**config.mk**
```make
export PLATFORM = sky130hd
export DESIGN_NAME = lpsr_top
export DESIGN_NICKNAME = d
export VERILOG_FILES = /design/src/shared/lpsr_pkg.sv /design/src/design/lpsr_top.sv /design/src/design/lpsr_sync.sv /design/src/design/lpsr_fifo.sv
export SDC_FILE = /design/constraint.sdc
export NUM_CORES = 1
export LEC_CHECK = 0
export BUFFER_PORTS_ARGS = -buffer_cell sky130_fd_sc_hd__buf_2
export CAP_MARGIN = 5
export CORE_AREA = 5 5 109 213
export DETAILED_ROUTE_END_ITERATION = 12
export DIE_AREA = 0 0 114 218
export SYNTH_ARGS = -nofsm -noshare
export SYNTH_HDL_FRONTEND = slang
export SYNTH_SLANG_ARGS = --single-unit
```
**constraint.sdc**
```tcl
create_clock -name clock -period 2.3 [get_ports clock]
set_input_delay 0.69 -clock clock [delete_from_list [all_inputs] [get_ports clock]]
set_output_delay 0.69 -clock clock [all_outputs]
set_load 0.01 [all_outputs]
```
**src/shared/lpsr_pkg.sv**
```systemverilog
// Operation
// - Latch clock rise captures all eight parallel bits
// - Select high: shift clock rise takes serial bit
// - Select low: serial input is ignored
// - Select low: register loads from data latch
// - Each shift moves every stage one place on
// - Output driven only while enable low
// - Enable never alters latch or register contents
// - Serial output shows the final register stage
`default_nettype none

package lpsr_pkg;

  // ----------------------------------------------------------------
  // Widths and depths
  // ----------------------------------------------------------------
  localparam int unsigned LPSR_WIDTH      = 8;
  localparam int unsigned LPSR_LAST_STAGE = LPSR_WIDTH - 1;
  localparam int unsigned LPSR_FIFO_DEPTH = 16;
  localparam int unsigned LPSR_SYNC_DEPTH = 2;

  // ----------------------------------------------------------------
  // Reset values
  // ----------------------------------------------------------------
  localparam logic [LPSR_WIDTH-1:0] LPSR_LATCH_RST = 8'h00;
  localparam logic [LPSR_WIDTH-1:0] LPSR_SHREG_RST = 8'h00;

  // ----------------------------------------------------------------
  // Host pin bundle
  // ----------------------------------------------------------------
  typedef struct packed {
    logic latch_clk;
    logic shift_clk;
    logic shift_mode;
    logic serial_in;
    logic out_en_n;
  } lpsr_pins_t;

  localparam int unsigned LPSR_PINS_W = $bits(lpsr_pins_t);

  // Output disabled and clocks low until the pins are seen
  localparam lpsr_pins_t LPSR_PINS_RST = '{
    latch_clk:  1'h0,
    shift_clk:  1'h0,
    shift_mode: 1'h1,
    serial_in:  1'h0,
    out_en_n:   1'h1
  };

endpackage : lpsr_pkg

`default_nettype wire

```
**src/design/lpsr_top.sv**
```systemverilog
`timescale 1ns/10ps
`default_nettype none

module lpsr_top
  import lpsr_pkg::*;
#(
  parameter int unsigned FIFO_DEPTH = LPSR_FIFO_DEPTH
) (
  input  wire logic                  clock,
  input  wire logic                  rst_n,
  input  wire logic [LPSR_WIDTH-1:0] par_data,
  input  wire logic                  par_valid,
  output logic                       par_ready,
  input  wire logic                  latch_clk_pin,
  input  wire logic                  shift_clk_pin,
  input  wire logic                  shift_mode_pin,
  input  wire logic                  serial_in,
  input  wire logic                  out_en_n_pin,
  output logic                       serial_out,
  output logic                       serial_out_oe_n
);

  // ----------------------------------------------------------------
  // Parallel word queue
  // ----------------------------------------------------------------
  // Queued words stand in for the parallel inputs; the head is
  // what a latch edge sees. Empty queue: stale head is captured.
  logic [LPSR_WIDTH-1:0] head_data;
  logic                  head_valid;
  logic                  head_pop;

  lpsr_fifo #(
    .WIDTH (LPSR_WIDTH),
    .DEPTH (FIFO_DEPTH)
  ) u_fifo (
    .clock     (clock),
    .rst_n     (rst_n),
    .in_data   (par_data),
    .in_valid  (par_valid),
    .in_ready  (par_ready),
    .out_data  (head_data),
    .out_valid (head_valid),
    .out_ready (head_pop)
  );

  // ----------------------------------------------------------------
  // Pin synchronisers
  // ----------------------------------------------------------------
  lpsr_pins_t pin_raw;
  lpsr_pins_t pin_s;
  lpsr_pins_t pin_d_ff;

  always_comb begin
    pin_raw            = LPSR_PINS_RST;
    pin_raw.latch_clk  = latch_clk_pin;
    pin_raw.shift_clk  = shift_clk_pin;
    pin_raw.shift_mode = shift_mode_pin;
    pin_raw.serial_in  = serial_in;
    pin_raw.out_en_n   = out_en_n_pin;
  end

  lpsr_sync #(
    .WIDTH (LPSR_PINS_W),
    .RST   (LPSR_PINS_RST)
  ) u_sync (
    .clock (clock),
    .rst_n (rst_n),
    .d     (pin_raw),
    .q     (pin_s)
  );

  // Delayed copy taken after the sync, for edge detection
  always_ff @(posedge clock) begin
    if (!rst_n) begin
      pin_d_ff <= LPSR_PINS_RST;
    end else begin
      pin_d_ff <= pin_s;
    end
  end

  logic latch_rise;
  logic shift_rise;

  assign latch_rise = pin_s.latch_clk & ~pin_d_ff.latch_clk;
  assign shift_rise = pin_s.shift_clk & ~pin_d_ff.shift_clk;
  assign head_pop   = latch_rise & head_valid;

  // ----------------------------------------------------------------
  // Data latch
  // ----------------------------------------------------------------
  logic [LPSR_WIDTH-1:0] latch_ff;
  logic [LPSR_WIDTH-1:0] nxt_latch;

  assign nxt_latch = latch_rise ? head_data : latch_ff;

  always_ff @(posedge clock) begin
    if (!rst_n) begin
      latch_ff <= LPSR_LATCH_RST;
    end else begin
      latch_ff <= nxt_latch;
    end
  end

  // ----------------------------------------------------------------
  // Shift register
  // ----------------------------------------------------------------
  // Load mode is transparent: follows the latch's next value so a
  // capture and a load in one cycle agree. Output enable is not read.
  logic [LPSR_WIDTH-1:0] shreg_ff;
  logic [LPSR_WIDTH-1:0] nxt_shreg;

  always_comb begin
    nxt_shreg = shreg_ff;
    if (!pin_s.shift_mode) begin
      nxt_shreg = nxt_latch;
    end else if (shift_rise) begin
      nxt_shreg = {shreg_ff[LPSR_LAST_STAGE-1:0], pin_s.serial_in};
    end
  end

  always_ff @(posedge clock) begin
    if (!rst_n) begin
      shreg_ff <= LPSR_SHREG_RST;
    end else begin
      shreg_ff <= nxt_shreg;
    end
  end

  // ----------------------------------------------------------------
  // Output driver
  // ----------------------------------------------------------------
  logic oe_n_ff;

  always_ff @(posedge clock) begin
    if (!rst_n) begin
      oe_n_ff <= LPSR_PINS_RST.out_en_n;
    end else begin
      oe_n_ff <= pin_s.out_en_n;
    end
  end

  assign serial_out      = shreg_ff[LPSR_LAST_STAGE];
  assign serial_out_oe_n = oe_n_ff;

  // ----------------------------------------------------------------
  // Checks
  // ----------------------------------------------------------------
  property p_latch_capture;
    @(posedge clock) disable iff (!rst_n)
    latch_rise |=> (latch_ff == $past(head_data));
  endproperty
  a_latch_capture: assert property (p_latch_capture)
    else $error("latch missed parallel word");

  property p_shift_in;
    @(posedge clock) disable iff (!rst_n)
    (pin_s.shift_mode && shift_rise) |=> (shreg_ff[0] == $past(pin_s.serial_in));
  endproperty
  a_shift_in: assert property (p_shift_in)
    else $error("serial bit not taken into first stage");

  property p_serial_ignored;
    @(posedge clock) disable iff (!rst_n)
    (!pin_s.shift_mode && shift_rise) |=> (shreg_ff[0] == $past(nxt_latch[0]));
  endproperty
  a_serial_ignored: assert property (p_serial_ignored)
    else $error("serial input used in load mode");

  property p_parallel_load;
    @(posedge clock) disable iff (!rst_n)
    !pin_s.shift_mode |=> (shreg_ff == $past(nxt_latch));
  endproperty
  a_parallel_load: assert property (p_parallel_load)
    else $error("register not loaded from latch");

  property p_advance;
    @(posedge clock) disable iff (!rst_n)
    (pin_s.shift_mode && shift_rise)
      |=> (shreg_ff[LPSR_LAST_STAGE:1] == $past(shreg_ff[LPSR_LAST_STAGE-1:0]));
  endproperty
  a_advance: assert property (p_advance)
    else $error("stages did not advance");

  property p_out_enable;
    @(posedge clock) disable iff (!rst_n)
    (pin_s.out_en_n != $past(pin_s.out_en_n)) |=> (serial_out_oe_n == $past(pin_s.out_en_n));
  endproperty
  a_out_enable: assert property (p_out_enable)
    else $error("output enable did not follow pin");

  property p_enable_isolated;
    @(posedge clock) disable iff (!rst_n)
    (pin_s.shift_mode && !shift_rise && (pin_s.out_en_n != pin_d_ff.out_en_n))
      |=> (shreg_ff == $past(shreg_ff));
  endproperty
  a_enable_isolated: assert property (p_enable_isolated)
    else $error("enable altered register contents");

  property p_last_stage_out;
    @(posedge clock) disable iff (!rst_n)
    (pin_s.shift_mode && shift_rise) |=> (serial_out == $past(shreg_ff[LPSR_LAST_STAGE-1]));
  endproperty
  a_last_stage_out: assert property (p_last_stage_out)
    else $error("serial output not last stage");

  property p_follow_latch;
    @(posedge clock) disable iff (!rst_n)
    (!pin_s.shift_mode) [*2] |-> (shreg_ff == latch_ff);
  endproperty
  a_follow_latch: assert property (p_follow_latch)
    else $error("register not following latch in load mode");

  // ----------------------------------------------------------------
  // Checks: what must stay put
  // ----------------------------------------------------------------
  property p_latch_hold;
    @(posedge clock) disable iff (!rst_n)
    !latch_rise |=> (latch_ff == $past(latch_ff));
  endproperty
  a_latch_hold: assert property (p_latch_hold)
    else $error("latch changed without a latch edge");

  // A held latch clock must capture once, not every cycle
  property p_one_capture;
    @(posedge clock) disable iff (!rst_n)
    latch_rise |=> !latch_rise;
  endproperty
  a_one_capture: assert property (p_one_capture)
    else $error("latch edge seen twice");

  property p_one_shift;
    @(posedge clock) disable iff (!rst_n)
    shift_rise |=> !shift_rise;
  endproperty
  a_one_shift: assert property (p_one_shift)
    else $error("shift edge seen twice");

  property p_shift_hold;
    @(posedge clock) disable iff (!rst_n)
    (pin_s.shift_mode && !shift_rise) |=> (shreg_ff == $past(shreg_ff));
  endproperty
  a_shift_hold: assert property (p_shift_hold)
    else $error("register moved without a shift edge");

  property p_serial_blocked;
    @(posedge clock) disable iff (!rst_n)
    (!pin_s.shift_mode && (pin_s.serial_in != $past(pin_s.serial_in))) |=> (shreg_ff == $past(nxt_latch));
  endproperty
  a_serial_blocked: assert property (p_serial_blocked)
    else $error("serial input change reached register in load mode");

  property p_load_from_latch;
    @(posedge clock) disable iff (!rst_n)
    (!pin_s.shift_mode && !latch_rise) |=> (shreg_ff == $past(latch_ff));
  endproperty
  a_load_from_latch: assert property (p_load_from_latch)
    else $error("register differs from held latch in load mode");

  property p_load_out;
    @(posedge clock) disable iff (!rst_n)
    !pin_s.shift_mode |=> (serial_out == $past(nxt_latch[LPSR_LAST_STAGE]));
  endproperty
  a_load_out: assert property (p_load_out)
    else $error("serial output not latch top bit in load mode");

  property p_out_hold;
    @(posedge clock) disable iff (!rst_n)
    (pin_s.shift_mode && !shift_rise) |=> $stable(serial_out);
  endproperty
  a_out_hold: assert property (p_out_hold)
    else $error("serial output moved without a shift");

  // Enable is a pure one-cycle register of the synced pin
  property p_oe_track;
    @(posedge clock) disable iff (!rst_n)
    1'h1 |=> (serial_out_oe_n == $past(pin_s.out_en_n));
  endproperty
  a_oe_track: assert property (p_oe_track)
    else $error("output enable not one cycle behind pin");

  property p_oe_latch_isolated;
    @(posedge clock) disable iff (!rst_n)
    ((pin_s.out_en_n != pin_d_ff.out_en_n) && !latch_rise) |=> (latch_ff == $past(latch_ff));
  endproperty
  a_oe_latch_isolated: assert property (p_oe_latch_isolated)
    else $error("enable altered latch contents");

  property p_oe_load_isolated;
    @(posedge clock) disable iff (!rst_n)
    (!pin_s.shift_mode && (pin_s.out_en_n != pin_d_ff.out_en_n)) |=> (shreg_ff == $past(nxt_latch));
  endproperty
  a_oe_load_isolated: assert property (p_oe_load_isolated)
    else $error("enable altered register in load mode");

  property p_no_shift_in_load;
    @(posedge clock) disable iff (!rst_n)
    (!pin_s.shift_mode && shift_rise) |=> (serial_out == $past(nxt_latch[LPSR_LAST_STAGE]));
  endproperty
  a_no_shift_in_load: assert property (p_no_shift_in_load)
    else $error("shift edge acted in load mode");

  property p_mode_return;
    @(posedge clock) disable iff (!rst_n)
    ($rose(pin_s.shift_mode) && !shift_rise) |=> (shreg_ff == $past(shreg_ff));
  endproperty
  a_mode_return: assert property (p_mode_return)
    else $error("register moved when select returned high");

endmodule : lpsr_top

`default_nettype wire

```
**src/design/lpsr_sync.sv**
```systemverilog
`timescale 1ns/10ps
`default_nettype none

module lpsr_sync #(
  parameter int unsigned        WIDTH = 1,
  parameter logic [WIDTH-1:0]   RST   = '0
) (
  input  wire logic             clock,
  input  wire logic             rst_n,
  input  wire logic [WIDTH-1:0] d,
  output logic      [WIDTH-1:0] q
);

  // ----------------------------------------------------------------
  // Two stages; first stage feeds only the second
  // ----------------------------------------------------------------
  logic [WIDTH-1:0] meta_ff;
  logic [WIDTH-1:0] sync_ff;

  always_ff @(posedge clock) begin
    if (!rst_n) begin
      meta_ff <= RST;
      sync_ff <= RST;
    end else begin
      meta_ff <= d;
      sync_ff <= meta_ff;
    end
  end

  assign q = sync_ff;

endmodule : lpsr_sync

`default_nettype wire

```
**src/design/lpsr_fifo.sv**
```systemverilog
`timescale 1ns/10ps
`default_nettype none

module lpsr_fifo #(
  parameter int unsigned WIDTH = 8,
  parameter int unsigned DEPTH = 16,
  parameter int unsigned AW    = $clog2(DEPTH)
) (
  input  wire logic             clock,
  input  wire logic             rst_n,
  input  wire logic [WIDTH-1:0] in_data,
  input  wire logic             in_valid,
  output logic                  in_ready,
  output logic      [WIDTH-1:0] out_data,
  output logic                  out_valid,
  input  wire logic             out_ready
);

  // ----------------------------------------------------------------
  // Storage and pointers
  // ----------------------------------------------------------------
  logic [WIDTH-1:0] mem [DEPTH];
  logic [AW-1:0]    wr_ptr_ff;
  logic [AW-1:0]    rd_ptr_ff;
  logic [AW:0]      count_ff;
  logic [AW-1:0]    nxt_rd_ptr;
  logic [AW:0]      nxt_count;
  logic             ready_ff;
  logic             valid_ff;
  logic [WIDTH-1:0] rd_data_ff;
  logic             push;
  logic             pop;

  assign push = in_valid & ready_ff;
  assign pop  = out_ready & valid_ff;

  always_comb begin
    nxt_rd_ptr = pop ? AW'(rd_ptr_ff + 1'h1) : rd_ptr_ff;
    nxt_count  = count_ff;
    if (push && !pop) begin
      nxt_count = (AW+1)'(count_ff + 1'h1);
    end else if (pop && !push) begin
      nxt_count = (AW+1)'(count_ff - 1'h1);
    end
  end

  always_ff @(posedge clock) begin
    if (push) begin
      mem[wr_ptr_ff] <= in_data;
    end
  end

  always_ff @(posedge clock) begin
    if (!rst_n) begin
      wr_ptr_ff <= '0;
      rd_ptr_ff <= '0;
      count_ff  <= '0;
    end else begin
      wr_ptr_ff <= push ? AW'(wr_ptr_ff + 1'h1) : wr_ptr_ff;
      rd_ptr_ff <= nxt_rd_ptr;
      count_ff  <= nxt_count;
    end
  end

  // Flags registered so both ports come straight from flops
  always_ff @(posedge clock) begin
    if (!rst_n) begin
      ready_ff <= 1'h0;
      valid_ff <= 1'h0;
    end else begin
      ready_ff <= (nxt_count != (AW+1)'(DEPTH));
      valid_ff <= (nxt_count != '0);
    end
  end

  // Head word registered; bypass when writing the slot being read
  always_ff @(posedge clock) begin
    if (!rst_n) begin
      rd_data_ff <= '0;
    end else if (push && (wr_ptr_ff == nxt_rd_ptr)) begin
      rd_data_ff <= in_data;
    end else begin
      rd_data_ff <= mem[nxt_rd_ptr];
    end
  end

  assign in_ready  = ready_ff;
  assign out_valid = valid_ff;
  assign out_data  = rd_data_ff;

endmodule : lpsr_fifo

`default_nettype wire

```
==> results.sh <==
export IMPL_status="complete, no violations"
export IMPL_vdd_drop_max_uv=493
export IMPL_synthesis_nets=633
export IMPL_clock_power_share=0.409
export IMPL_finalMaxSlewViolations=0
export IMPL_path_cells="ha_1, nand4bb_1, buf_4, buf_4, o32a_1, o221ai_1, o221ai_1, buf_4, o311ai_1, a21boi_1"
export IMPL_globalRouteTotalUtil=0.177
export IMPL_ys_ff_latch=180
export IMPL_drive_gt1_frac=0.254
export IMPL_sum_of_internal_switching_and_leakage_power_mw=6.94
export IMPL_postRouteAntennaNets=0
export IMPL_hold_viol=0
export IMPL_worst_pin_slew_ps=613
export IMPL_detailedRoute_firstIterationViolations=447
export IMPL_synth_area_um2=8390
export IMPL_drc=0
export IMPL_synth_warning_count=0
export IMPL_cts_root_to_sink_buffers=2
export IMPL_finalWorstSetupSlack_ps=40.0
export IMPL_num_antenna_cells=0
export IMPL_grt_ovfl_total=0
export IMPL_ctsRootBufferMaster="sky130_fd_sc_hd__clkbuf_16"
export IMPL_postSynth_asyncResetShare=0
export IMPL_drt_pre_antenna_iters=5
export IMPL_dp_hpwl_um=14800
export IMPL_core_region_area_um2=21400
export IMPL_first_pass_grt_wire_length_um=32300
export IMPL_postSynthAreaPerCell_um2=13.8
export IMPL_power_switching_fraction=0.224
export IMPL_holdBufCountCts=0
export IMPL_crit_path_top_cell_by_count="sky130_fd_sc_hd__buf_4"
export IMPL_pwr_share_comb=0.076
export IMPL_finalClockSkew_ps=5.64
export IMPL_std_cell_rows=76
export IMPL_setup_viol=0
export IMPL_fp_dieH_um=218
export IMPL_layout_cells_most_common="sky130_fd_sc_hd__edfxtp_1"
export IMPL_crit_slowest_cell="sky130_fd_sc_hd__dfxtp_4"
export IMPL_postSynth_topFlopCell="sky130_fd_sc_hd__edfxtp_1"
export IMPL_layout_common_cells="128 x sky130_fd_sc_hd__edfxtp_1, 52 x sky130_fd_sc_hd__mux2i_1, 52 x sky130_fd_sc_hd__buf_4"
export IMPL_powerDensity_nw_per_um2=715
export IMPL_avgViaCountPerCell=5.64
export IMPL_arrival_ps=2630
export IMPL_max_cap_viol_count=0
export IMPL_first_global_vias=5644
export IMPL_layout_area_overhead_vs_synth_pct=15.7
export IMPL_tritoncts_num_sinks=180
export IMPL_worstPathRequired_ps=2670
export IMPL_cp_start_kind="flip-flop"
export IMPL_antenna_violations_before_repair=0
export IMPL_placement_io_buffers=18
export IMPL_fin_crit_ps=2260
export IMPL_count_of_flip_flops_with_a_built_in_enable_after_synthesis=128
export IMPL_maxClockFrequency_mhz=442
export IMPL_maximum_number_of_pins_on_one_net_before_global_route_repair=39
export IMPL_htree_num_levels=4
export IMPL_post_place_ws_ps=-136
export IMPL_netlist_instances=610
export IMPL_cts_buffers_inserted=17
export IMPL_intPower_mw=5.39
export IMPL_gp_congestion=0.864
export IMPL_critPathBufInv=3
export IMPL_sequential_group_share_of_total_power=0.515
export IMPL_kind_of_cell_adding_the_most_delay_to_the_critical_path="compound AO/OA/AOI/OAI gates"
export IMPL_die_area_um2=24900
export IMPL_clock_latency_ps=440
export IMPL_crit_fanout=9
export IMPL_path_class="flip-flop to flip-flop"
export IMPL_hold_class="flip-flop to flip-flop"
export IMPL_cellLeakagePower_nw=3.31
export IMPL_synthDistinctLibCells=66
export IMPL_cts_tree="yes"
export IMPL_share_of_synthesized_area_occupied_by_flip_flops_and_latches=0.582
export IMPL_crit_path_max_incr_delay_ps=350
export IMPL_critical_path_capture_point_type="flip-flop"
export IMPL_timing_slew_headroom=0.588
export IMPL_num_vias=5340
export IMPL_grt_setup_unrepaired="yes"
export IMPL_detail_route_wirelength_um=20900
export IMPL_drt_wirelength_per_cell_um=22.1
export IMPL_post_cts_repair_setup_buffers=0
export IMPL_clk_pin_slew_worst_paths_ps=70
export IMPL_io_pins=19
export IMPL_die_width_um=114
export IMPL_final_fill_count=1906
export IMPL_num_nets_final=685
export IMPL_floorplan_initialDensity=0.392
export IMPL_fin_crit_sh=0.983
export IMPL_switching_power_summed_over_all_nets_mw=1.55
==> power groups by stage <==
| stage | Clock [mW] | Sequential, mW | Combinational, mW |
|---|---|---|---|
| floorplan | 0 | 3.63 | 0.338 |
| global placement | 0 | 3.64 | 0.496 |
| detailed placement | 0 | 3.65 | 0.515 |
| CTS | 2.90 | 3.58 | 0.527 |
| global route | 3.03 | 3.58 | 0.573 |
| finish | 2.84 | 3.58 | 0.529 |
==> worst paths after layout <==
kind                                  startpoint                       endpoint  slack (ps)  depth (start not counted)
setup / recovery  u_fifo.rd_ptr_ff[0]$_SDFF_PN0_  u_fifo.out_data[2]$_SDFF_PN0_          40                         10
hold reg to reg           u_sync.q[0]$_SDFF_PN1_     serial_out_oe_n$_SDFF_PN1_         410                          1
hold / removal            u_sync.q[0]$_SDFF_PN1_     serial_out_oe_n$_SDFF_PN1_         410                          1
setup reg to reg  u_fifo.rd_ptr_ff[0]$_SDFF_PN0_  u_fifo.out_data[2]$_SDFF_PN0_          40                         10
==> Yosys cell counts, drive strengths merged (2+ instances only) <==
master	n	area, um2
mux2	23	259
and2	18	113
nor3	14	70.1
edfxtp	128	3840
o32ai	7	61.3
nand2b	10	62.6
nand4	4	25.0
o221ai	14	123
o311ai	7	61.3
a21oi	4	23.8
o21ai	23	115
a21boi	9	67.6
a31oi	2	12.5
nor2b	13	81.3
o2bb2ai	3	26.3
nand3	3	15.0
or2	2	12.5
clkbuf	18	70.1
o21a	4	30.0
dfxtp	52	1040
ha	7	87.6
xnor2	10	114
mux2i	52	521
o22ai	2	12.5
o41a	2	22.5
o32a	7	70.1
o41ai	2	32.5
xor2	4	35.0
mux4	19	428
a221oi	7	61.3
buf	29	239
inv	7	26.3
o31ai	2	33.8
a2111oi	7	61.3
nor2	42	179
a22oi	2	28.8
o2111ai	7	61.3
nand2	31	116
==> sequential cells by signal, summed over array words and instances (netlist names), 2 cells and up <==
name,flops
shreg_ff,8
u_fifo.wr_ptr_ff,4
u_fifo.mem,128
pin_d_ff,2
u_fifo.count_ff,5
latch_ff,8
u_fifo.out_data,8
u_sync.meta_ff,5
u_fifo.rd_ptr_ff,4
u_sync.q,5
==> layout make-up <==
type / count / area [um2] / share of cell area
flip-flops and latches: 180 / 4890 / 0.503
multi-input cells: 376 / 3180 / 0.327
repair buffers: 80 / 686 / 0.0706
clock buffers: 24 / 533 / 0.0549
well taps: 273 / 342 / 0.0352
clock inverters: 7 / 55.1 / 0.00567
inverters: 7 / 26.3 / 0.00271
==> cell families after synthesis <==
group,after synthesis,share of synthesized area
fa+ha+maj,7,0.0104
compound gates,116,0.114
xor+xnor,15,0.0204
buf+inv,54,0.0400
mux,94,0.144
simple gates,144,0.0890
flops,180,0.582
==> layer usage <==
layer	vias up	wire length, um	part of all wire	global-route usage
met5	-	0	0	0
met4	0	1380	0.066	0.125
met3	68	659	0.031	0.0280
met2	146	11900	0.57	0.331
met1	2660	7010	0.33	0.171
li1	2466	-	-	-
==> what timing repair did <==
action / 4_1_cts / 5_1_grt
endpoints found under the setup margin: 6 / 8
resized for setup: 2 / 8
pin swaps: 0 / 1
cloned: 1 / 1
==> through the flow <==
stage / TNS [ps] / hold slack (ps) / util / cells / cell area (um2)
floorplan: 0 / 386 / - / 610 / 8390
global placement: -2610 / 389 / 0.422 / 914 / 9030
detailed placement: -2840 / 404 / 0.422 / 914 / 9030
CTS: 0 / 410 / 0.451 / 946 / 9660
global route: -4.81 / 428 / 0.454 / 947 / 9710
finish: 0 / 414 / 0.454 / 947 / 9710
No activity file was read; power rests on OpenSTA's default activity.
